`src/common/vmc_pkg.sv`:
```
// Shared types and constants for the virtualization mode and CSR redirect block.
package vmc_pkg;

    // Nominal privilege codes; code 2'b10 is reserved and never taken.
    typedef enum logic [1:0] {
        VMC_LVL_U = 2'b00,
        VMC_LVL_S = 2'b01,
        VMC_LVL_M = 2'b11
    } vmc_lvl_e;

    // Reset values.
    localparam logic VMC_VIRT_RST = 1'b0;
    localparam logic VMC_HYP_EN_RST = 1'b1;
    localparam vmc_lvl_e VMC_LVL_RST = VMC_LVL_M;

    // Position of the hypervisor enable bit in the ISA feature register.
    localparam int VMC_ISA_HYP_BIT = 7;

    // Structural figures the block is built for.
    localparam int VMC_REGFILE_ENTRIES = 32;
    localparam int VMC_PT_LEVELS_32 = 2;
    localparam int VMC_PT_LEVELS_64 = 3;

    // Privilege ranking values, larger is more privileged.
    localparam logic [2:0] VMC_RANK_M = 3'h4;
    localparam logic [2:0] VMC_RANK_HS = 3'h3;
    localparam logic [2:0] VMC_RANK_VS = 3'h2;
    localparam logic [2:0] VMC_RANK_U = 3'h1;
    localparam logic [2:0] VMC_RANK_VU = 3'h0;

    // CSR address classes: the page nibble in bits 11:8 and the level field in bits 9:8.
    localparam logic [3:0] VMC_PAGE_SUP = 4'h1;
    localparam logic [3:0] VMC_PAGE_GUEST = 4'h2;
    localparam logic [3:0] VMC_PAGE_HYP = 4'h6;
    localparam logic [1:0] VMC_FIELD_MACH = 2'h3;
    localparam logic [11:0] VMC_GUEST_DELTA = 12'h100;

    // Supervisor registers that own a guest copy at address plus the guest delta.
    localparam int VMC_NCOPY = 9;
    localparam logic [VMC_NCOPY*12-1:0] VMC_COPY_LIST = {
        12'h100, 12'h104, 12'h105, 12'h140, 12'h141,
        12'h142, 12'h143, 12'h144, 12'h180
    };

    typedef struct packed {
        logic valid;
        logic write;
        logic [11:0] addr;
    } vmc_csr_req_s;

    typedef struct packed {
        logic done;
        logic write;
        logic [11:0] addr;
        logic virt_instr_exc;
        logic illegal_exc;
    } vmc_csr_resp_s;

endpackage

```
`src/design/vmc_virt_mode.sv`:
```
// Virtualization mode, privilege tracking and guest CSR redirection for one hart.
//
// Functional notes
// Hypervisor enabled only while ISA bit 7 set.
// Hypervisor enable bit left software writable.
// Full 32-entry integer register file required.
// Machine trap value register holds written values.
// Two-level paging on 32-bit, three-level on 64-bit; the 64-bit check accepts three or more levels.
// Virtual flag implies guest levels; clear implies host.
// Two-stage translation active exactly while virtualized.
// Nominal privilege U or S for both worlds.
// Rank host supervisor above guest supervisor above guest user.
// Guest supervisor interrupts disabled at host user.
// Hypervisor registers reachable from host, not guest supervisor.
// Virtualized supervisor accesses go to guest copies.
// Virtualized direct guest-copy access raises virtual-instruction.
// Direct guest-copy access from user level is illegal.
// Guest copies reachable directly only from machine or host.
// Host copies keep contents, inert while virtualized.
// Guest copies inert while not virtualized.
// Uncopied supervisor registers serve guest levels too.
// Virtual flag cleared on reset.
`timescale 1ns/1ns
module vmc_virt_mode #(
    parameter int XLEN = 64,
    parameter int REGFILE_ENTRIES = 32,
    parameter int PT_LEVELS = 3,
    parameter bit HYP_WRITABLE = 1'b1
) (
    input wire logic clk,
    input wire logic sys_rst,
    input wire logic isa_wr_en,
    input wire logic isa_wr_hyp,
    input wire logic mode_wr_en,
    input wire logic [1:0] mode_wr_priv,
    input wire logic mode_wr_virt,
    input wire logic mtval_wr_en,
    input wire logic [XLEN-1:0] mtval_wr_data,
    input wire vmc_pkg::vmc_csr_req_s csr_req,
    input wire logic guest_irq_pend,
    input wire logic guest_sie,
    output logic hyp_en,
    output logic [1:0] nominal_priv,
    output logic virt_mode,
    output logic two_stage_en,
    output logic guest_bank_sel,
    output logic [2:0] priv_rank,
    output logic guest_irq_take,
    output logic [XLEN-1:0] mtval,
    output vmc_pkg::vmc_csr_resp_s csr_resp
);

    // Elaboration checks on the structure this block assumes.
    generate
        if (REGFILE_ENTRIES != vmc_pkg::VMC_REGFILE_ENTRIES)
        begin : g_rf_chk
            $error("Hypervisor support needs the full integer register file.");
        end
        if (XLEN != 32 && XLEN != 64)
        begin : g_xlen_chk
            $error("Only 32-bit and 64-bit harts are served.");
        end
        if ((XLEN == 32 && PT_LEVELS != vmc_pkg::VMC_PT_LEVELS_32) ||
            (XLEN == 64 && PT_LEVELS < vmc_pkg::VMC_PT_LEVELS_64))
        begin : g_pt_chk
            $error("Page translation depth does not suit the hart width.");
        end
    endgenerate

    typedef struct packed {
        logic [1:0] priv;
        logic virt;
        logic hyp_en;
        logic two_stage;
        logic guest_bank;
        logic [2:0] rank;
        logic irq_take;
        logic [XLEN-1:0] mtval;
        vmc_pkg::vmc_csr_resp_s resp;
    } vmc_state_s;

    vmc_state_s st_r;
    vmc_state_s st_nxt;

    // Supervisor address that owns a guest copy; matched by a generate loop.
    logic [vmc_pkg::VMC_NCOPY-1:0] sup_hit;
    logic [vmc_pkg::VMC_NCOPY-1:0] guest_hit;
    genvar gi;
    generate
        for (gi = 0; gi < vmc_pkg::VMC_NCOPY; gi++)
        begin : g_copy
            localparam logic [11:0] SUP_A = vmc_pkg::VMC_COPY_LIST[gi*12 +: 12];
            assign sup_hit[gi] = (csr_req.addr == SUP_A);
            assign guest_hit[gi] = (csr_req.addr == SUP_A + vmc_pkg::VMC_GUEST_DELTA);
        end
    endgenerate

    function automatic logic [2:0] rank_of(input logic [1:0] priv, input logic virt);
        logic [2:0] r;
        r = vmc_pkg::VMC_RANK_M;
        if (priv == vmc_pkg::VMC_LVL_S)
        begin
            r = virt ? vmc_pkg::VMC_RANK_VS : vmc_pkg::VMC_RANK_HS;
        end
        else if (priv == vmc_pkg::VMC_LVL_U)
        begin
            r = virt ? vmc_pkg::VMC_RANK_VU : vmc_pkg::VMC_RANK_U;
        end
        return r;
    endfunction

    logic req_is_sup_copy;
    logic req_is_guest;
    logic req_is_hyp;
    logic req_is_sup_plain;
    logic req_is_mach;
    logic cur_user;
    logic cur_mach;

    always_comb
    begin
        req_is_sup_copy = |sup_hit;
        req_is_guest = |guest_hit;
        req_is_hyp = (csr_req.addr[11:8] == vmc_pkg::VMC_PAGE_HYP);
        req_is_sup_plain = (csr_req.addr[11:8] == vmc_pkg::VMC_PAGE_SUP) && !req_is_sup_copy;
        req_is_mach = (csr_req.addr[9:8] == vmc_pkg::VMC_FIELD_MACH);
        cur_user = (st_r.priv == vmc_pkg::VMC_LVL_U);
        cur_mach = (st_r.priv == vmc_pkg::VMC_LVL_M);
    end

    always_comb
    begin
        st_nxt = st_r;
        // Software may switch the extension off; it takes effect from the next cycle.
        if (isa_wr_en && HYP_WRITABLE)
        begin
            st_nxt.hyp_en = isa_wr_hyp;
        end
        // A reserved privilege code is ignored rather than guessed at.
        if (mode_wr_en && mode_wr_priv != 2'h2)
        begin
            st_nxt.priv = mode_wr_priv;
            st_nxt.virt = mode_wr_virt && (mode_wr_priv != vmc_pkg::VMC_LVL_M);
        end
        if (!st_nxt.hyp_en)
        begin
            st_nxt.virt = 1'b0;
        end
        st_nxt.two_stage = st_nxt.virt;
        st_nxt.guest_bank = st_nxt.virt;
        st_nxt.rank = rank_of(st_nxt.priv, st_nxt.virt);
        // Guest interrupts are only taken inside the guest; host user blocks them outright.
        st_nxt.irq_take = guest_irq_pend && st_r.virt &&
                          (cur_user || guest_sie);
        if (mtval_wr_en)
        begin
            st_nxt.mtval = mtval_wr_data;
        end
        st_nxt.resp = '0;
        if (csr_req.valid)
        begin
            st_nxt.resp.done = 1'b1;
            st_nxt.resp.write = csr_req.write;
            st_nxt.resp.addr = csr_req.addr;
            if (req_is_guest)
            begin
                if (cur_user || !st_r.hyp_en)
                begin
                    st_nxt.resp.illegal_exc = 1'b1;
                end
                else if (st_r.virt)
                begin
                    st_nxt.resp.virt_instr_exc = 1'b1;
                end
            end
            else if (req_is_hyp)
            begin
                if (cur_user || !st_r.hyp_en)
                begin
                    st_nxt.resp.illegal_exc = 1'b1;
                end
                else if (st_r.virt)
                begin
                    st_nxt.resp.virt_instr_exc = 1'b1;
                end
            end
            else if (req_is_sup_copy)
            begin
                if (cur_user)
                begin
                    st_nxt.resp.illegal_exc = 1'b1;
                end
                else if (st_r.virt)
                begin
                    st_nxt.resp.addr = csr_req.addr + vmc_pkg::VMC_GUEST_DELTA;
                end
            end
            else if (req_is_sup_plain)
            begin
                // Guest supervisor stands in for host supervisor here.
                st_nxt.resp.illegal_exc = cur_user;
            end
            else if (req_is_mach)
            begin
                st_nxt.resp.illegal_exc = !cur_mach;
            end
        end
    end

    always_ff @(posedge clk)
    begin
        if (sys_rst)
        begin
            st_r <= '0;
            st_r.priv <= vmc_pkg::VMC_LVL_RST;
            st_r.virt <= vmc_pkg::VMC_VIRT_RST;
            st_r.hyp_en <= vmc_pkg::VMC_HYP_EN_RST;
            st_r.rank <= vmc_pkg::VMC_RANK_M;
        end
        else
        begin
            st_r <= st_nxt;
        end
    end

    assign hyp_en = st_r.hyp_en;
    assign nominal_priv = st_r.priv;
    assign virt_mode = st_r.virt;
    assign two_stage_en = st_r.two_stage;
    assign guest_bank_sel = st_r.guest_bank;
    assign priv_rank = st_r.rank;
    assign guest_irq_take = st_r.irq_take;
    assign mtval = st_r.mtval;
    assign csr_resp = st_r.resp;
endmodule

```
`config.mk`:
```
export PLATFORM = sky130hd
export DESIGN_NAME = vmc_virt_mode
export DESIGN_NICKNAME = d
export VERILOG_FILES = /design/src/common/vmc_pkg.sv /design/src/design/vmc_virt_mode.sv
export SDC_FILE = /design/constraint.sdc
export NUM_CORES = 1
export LEC_CHECK = 0
export BUFFER_PORTS_ARGS = -buffer_cell sky130_fd_sc_hd__clkbuf_2
export CORE_MARGIN = 1
export CORE_UTILIZATION = 30
export CTS_CLUSTER_SIZE = 16
export DETAILED_ROUTE_END_ITERATION = 10
export GPL_TIMING_DRIVEN = 0
export PLACE_DENSITY_LB_ADDON = 0.05
export SETUP_SLACK_MARGIN = 0.15
export SLEW_MARGIN = 20
export SYNTH_ARGS = -nofsm -noshare
export SYNTH_HDL_FRONTEND = slang
export SYNTH_SLANG_ARGS = --single-unit
```
`constraint.sdc`:
```
create_clock -name clk -period 2.07 [get_ports clk]
set_clock_uncertainty 0.05 [all_clocks]
set_input_delay 0 -clock clk [delete_from_list [all_inputs] [get_ports clk]]
set_output_delay 0 -clock clk [all_outputs]
set_load 0.005 [all_outputs]
```
# == Word-level counts from Yosys, hierarchy flattened ==
# Index checks and enable logic that the tools add are counted.
# op_classes
shifts,0
n_addsub,1
muxes,23
div,0
n_mul,0
order_cmp,0
eq_ne,25
n_reduce_logical,15
n_bitwise,1
# op_table
cell,count
"== test 12 x 10 -> 1 bit, second input constant",9
"== test 12 x 9 -> 1 bit, second input constant",9
2-to-1 mux 12 bit,5
OR reduction 9 bit,2
2-to-1 mux 16 bit,1
2-to-1 mux 1 bit,13
"adder 12 x 9 -> 12 bit, second input constant",1
2-to-1 mux 3 bit,3
logical AND 1 bit,5
"== test 2 bit, second input constant",2
"== test 4 x 1 -> 1 bit, second input constant",1
"== test 4 x 3 -> 1 bit, second input constant",1
logical NOT 2 bit,2
"!= test 2 bit, second input constant",2
logical NOT 1 bit,3
"== test 2 x 1 -> 1 bit, second input constant",1
logical OR 1 bit,2
2-to-1 mux 2 bit,1
OR reduction 2 bit,1
inverter 1 bit,1
# totals
in_bits,89
mem_bits_ro,0
ramBits,0
ff_bits,88
output_inout_bits,90
wordCells,76
latchBits,0
n_memories,0

# == Logic depth before layout (Yosys ltp) ==
# depth
depth_word,9
mapped_depth,7
mapped_depth_nobuf,7

# == Least setup slack after synthesis ==
# OpenSTA, ideal clock, no wires.
# synth_timing
path_kind,reg-to-reg
startpoint,"register st_r, in the netlist nominal_priv[1]"
endpoint,"register st_r, in the netlist csr_resp[11]"
path_buffers,0
required_time_ps,1934
period_less_slack_ps,1190
path_stages_with_launch,6
path_slack_ps,880
arrival_ps,1054
setup_ps,86
cell_sequence,dfxtp_1 > or2_2 > nand4b_1 > nor3_4 > nor2_1 > a211oi_1
# synth_via
elab_chain_cells,5
# synth_lines
item,line_no,source
"start, declared",vmc_virt_mode.sv:82,vmc_state_s st_r;
"start signal, assigned",vmc_virt_mode.sv:222,st_r <= st_nxt;
logical NOT 2 bit,vmc_virt_mode.sv:127,cur_user = (st_r.priv == vmc_pkg::VMC_LVL_U);
2-to-1 mux 12 bit,vmc_virt_mode.sv:189,if (cur_user)
2-to-1 mux 12 bit,vmc_virt_mode.sv:187,else if (req_is_sup_copy)
2-to-1 mux 12 bit,vmc_virt_mode.sv:176,else if (req_is_hyp)
2-to-1 mux 12 bit,vmc_virt_mode.sv:165,if (req_is_guest)
# No other way between the ends.
# A chain may end at the register's enable or synchronous reset.

# == Worst setup path in the final report ==
# layout_timing
startpoint,input csr_req[11] in the netlist's numbering
endpoint,"register st_r, in the netlist csr_resp[10]"
# layout_via
elab_chain_cells,5
elab_cells_between_ends,24
classes_between,19 x eq/ne; 3 x mux; 2 x reduce/logical
# layout_lines
item,line_no,source
"start, declared",vmc_virt_mode.sv:39,"input wire vmc_pkg::vmc_csr_req_s csr_req,"
== test 12 x 9 -> 1 bit,vmc_virt_mode.sv:93,assign sup_hit[gi] = (csr_req.addr == SUP_A);
OR reduction 9 bit,vmc_virt_mode.sv:122,req_is_sup_copy = |sup_hit;
2-to-1 mux 12 bit,vmc_virt_mode.sv:187,
2-to-1 mux 12 bit,vmc_virt_mode.sv:176,
2-to-1 mux 12 bit (*),vmc_virt_mode.sv:165,
# Every way passes the cells marked *; elsewhere a longest branch is shown, timed or not.

==> metrics.md <==
| Metric | Value |
|---|---|
| Max-Cap Viols | 0 |
| WHS Path Cells | 3 |
| Synth Register Bits | slightly below 90 |
| CTS H-Tree Depth | 3 |
| Die height | around 100 um |
| Violated checks | hold timing |
| Drt pass-1 iters | 4 |
| Layout area overhead | 68.2% |
| Core Region | between 0.01 and 0.015 mm^2 |
| Dpl cell area | around 0.0042 mm^2 |
| CP Class | in2reg |
| Worst R2R Start | nominal_priv[1] |
| Port bufs | ~180 |
| Nets | 666 |
| GRT Total Usage | 0.154 |
| Antenna violations before repair | 0 |
| Logic pwr share | 0.156 |
| RSZ-0062 raised after global routing | yes |
| Sw frac | 0.246 |
| Die Wd | 105 um |
| Cell area after layout | around 0.0053 mm^2 |
| Most used flip-flop cell after synthesis | dfxtp_1 |
| Global-route wire length before repair | roughly 13 mm |
| Fmax | around 540 MHz |
| Cells on worst reg2reg path | 6 |
| Post-synth top area cell | dfxtp_1 |
| Routed via count | just under 3,000 |
| Largest cells by area after synthesis | dfxtp_1, mux2i_1, nor2_1 |
| # clock sinks | between 80 and 90 |
| Worst Hold Path EP | csr_resp[11] |
| Slowest CP cell | dlygate4sd3_1 |
| CP cell instances | dlygate4sd3_1 > clkbuf_2 > nor3b_4 > nand4b_1 > nor3_4 > xnor2_1 > dlygate4sd3_1 > nor2_1 |
| Initial core utilization | 0.308 |
| Syn Area/Cell | 10.6 um^2 |
| # rows | 37 |
| Worst Setup End Kind | flip-flop |
| Most frequent cell on the critical path | dlygate4sd3_1 |
| Initial DRC count | 92 |
| Mapped Nets | around 390 |
| Post-synth EDFFs | 0 |
| CTS clock-pin slew for the worst setup and hold paths | about 80 ps |
| Wire length per cell | approximately 12 um |
| Syn. warnings | 0 |
| # DRC | 0 |
| Worst path max stage delay | between 500 and 600 ps |
| Min-Delay Path Class | in2reg |
| Cts bufs inserted | 9 |
| HPWL after DPL | 5.78 mm |
| Worst Path Required | around 2300 ps |
| Final hold vios | 1 |
| Clk Latency, worst-skew pair | 350 ps |
| Post-Synthesis Cells | ~300 |
| Outcome | finished with violations |
| TritonCTS clock tree | done |
| Setup_tns | 0 ps |
| Internal power | about 2.7 mW |
| Worst path arrival time | 2050 ps |
| Hold Path Origin | csr_req[9] |
| Pwr dens | between 600 and 700 mW/mm^2 |
| Clock share of power | 0.335 |
| Share of layout cells above drive strength 1 | 0.370 |
| Period minus WS final | ~1900 ps |
| Tcrit/Tclk final | 0.897 |
| Via density | between 4 and 5 |
| GRT overflow | 0 |
| Sequential share of the synthesized area | 0.557 |
| Relative slew slack | 0.687 |
| Synthesized area | 0.00316 mm^2 |
| Hold buffer count at CTS | slightly below 90 |
| Worst-margin pin slew | 470 ps |
| Top cell type's share of synthesized area | 0.557 |
| Routability congestion estimate | 0.723 |
| IO Pins | 179 |
| Netlist cell types | 33 |
| R2r endpoint | csr_resp[12] |
| DIE AREA | about 0.011 mm^2 |
| Clock Tree Root | clkbuf_8 |
| Reg2Reg Setup Slack | approximately 230 ps |
| Post-DRT Antenna Nets | 0 |
| Diodes inserted | 0 |
| Sequential power share | 0.509 |
| Async SR Flop Fraction | 0 |
| Vias in the first global route | ~3,000 |
| Slew Viols, Final | 0 |
| Pin count of the biggest net entering global routing | 15 |
| Inst Count DP | roughly 610 |
| CP Launch Type | primary input |
| Leakage | 2.69 nW |
| Routed WL | 8.56 mm |
| Switching pwr | roughly 0.9 mW |
| Peak VDD IR | 0.000354 V |
| Largest fanout on the critical path | 3 |
| Fin Hold WS | -80.5 ps |
| Clock buffer depth | 2 |
| Final-report setup violation count | 0 |
| Layout Cells excl Fill | between 700 and 800 |
## per-layer routing
layer | track usage | vias to the layer above | part of all wire
met4 | 0.0543 | 0 | 0.013
li1 | - | 1530 | -
met5 | 0 | - | 0
met1 | 0.182 | 1322 | 0.44
met3 | 0.0524 | 11 | 0.078
met2 | 0.259 | 102 | 0.47
## cells in the mapped netlist (all sizes together) (2+ instances only)
cell     n
dfxtp   88
nor2    73
mux2i   65
buf     12
and2    10
clkbuf   6
inv      5
a21oi    4
nor2b    4
nor3     4
a211oi   3
ha       3
nand2    3
nand2b   3
o21ai    3
nor3b    2
o21bai   2
## cell usage in the layout (no fill, tap or decap), drive strengths merged, types with 2 or more instances in the layout
cell type,n
a211oi,3
a21oi,4
and2,10
buf,13
clkbuf,194
clkinvlp,2
dfxtp,88
dlygate4sd3,89
ha,3
inv,5
mux2i,65
nand2,3
nand2b,3
nor2,73
nor2b,4
nor3,4
nor3b,2
o21ai,3
o21bai,2
## logic make-up (layout without fill, tap and decap cells)
kind of cell               after synthesis  in the layout  share of synthesized area
xor gates and xnor gates                 1              1                    0.00277
DFF                                     88             88                      0.557
adders and majority gates                3              3                     0.0119
and+or+nand+nor                        102            102                      0.154
AOI/OAI and AO/OA                       15             15                     0.0332
muxes                                   65             65                      0.206
buffers and inverters                   23            305                     0.0352
## repair_timing
item / 4_1_cts / 5_1_grt
endpoints found under the setup margin: 0 / 2
buffers inserted: 0 / 1
hold endpoints to repair: 87 / 1
resized for setup: 0 / 3
## final cells by class
type / count / area (um^2)
clock buffers: 12 / 145
clock inverters: 4 / 53.8
well taps: 136 / 170
inverters: 5 / 18.8
repair buffers: 266 / 1780
fillers: 996 / 4960
multi-input cells: 186 / 1290
flip-flops and latches: 88 / 1760
plain buffers: 18 / 92.6
## sequential cells by signal, indices dropped and copies added, names as in the netlist
| signal | count |
|---|---|
| guest_irq_take | 1 |
| mtval | 64 |
| nominal_priv | 2 |
| csr_resp | 16 |
| guest_bank_sel | 1 |
| priv_rank | 3 |
| hyp_en | 1 |
## how the worst max path moves through the flow
stage / startpoint / to
final: csr_req[11] / csr_resp[10]
after detailed placement: csr_req[8] / csr_resp[11]
after floorplan: nominal_priv[1] / csr_resp[11]
after CTS: nominal_priv[1] / csr_resp[10]
after global routing: csr_req[3] / csr_resp[12]
after global placement: csr_req[8] / csr_resp[11]
## worst max-delay path, delay by kind of cell
family,cells,cell delay (ps)
xor gates and xnor gates,1,140
buffers and inverters,3,1230
and+or+nand+nor,4,680
## through the flow
step	utilization	worst slack (ps)	power (mW)
detailed placement	0.410	669	2.30
global placement	0.410	677	2.29
global route	0.518	134	3.79
CTS	0.516	203	3.64
floorplan	-	880	2.07
finish	0.518	213	3.60
## power groups by stage
stage          Clock (mW)  Sequential, mW  Combinational (mW)
2_1_floorplan           0            1.88               0.197
6_report             1.21            1.83               0.560
3_5_place_dp            0            1.87               0.428
3_3_place_gp            0            1.87               0.425
4_1_cts              1.25            1.83               0.563
5_1_grt              1.32            1.84               0.617
Note: power is estimated with default switching activity, not from simulation.
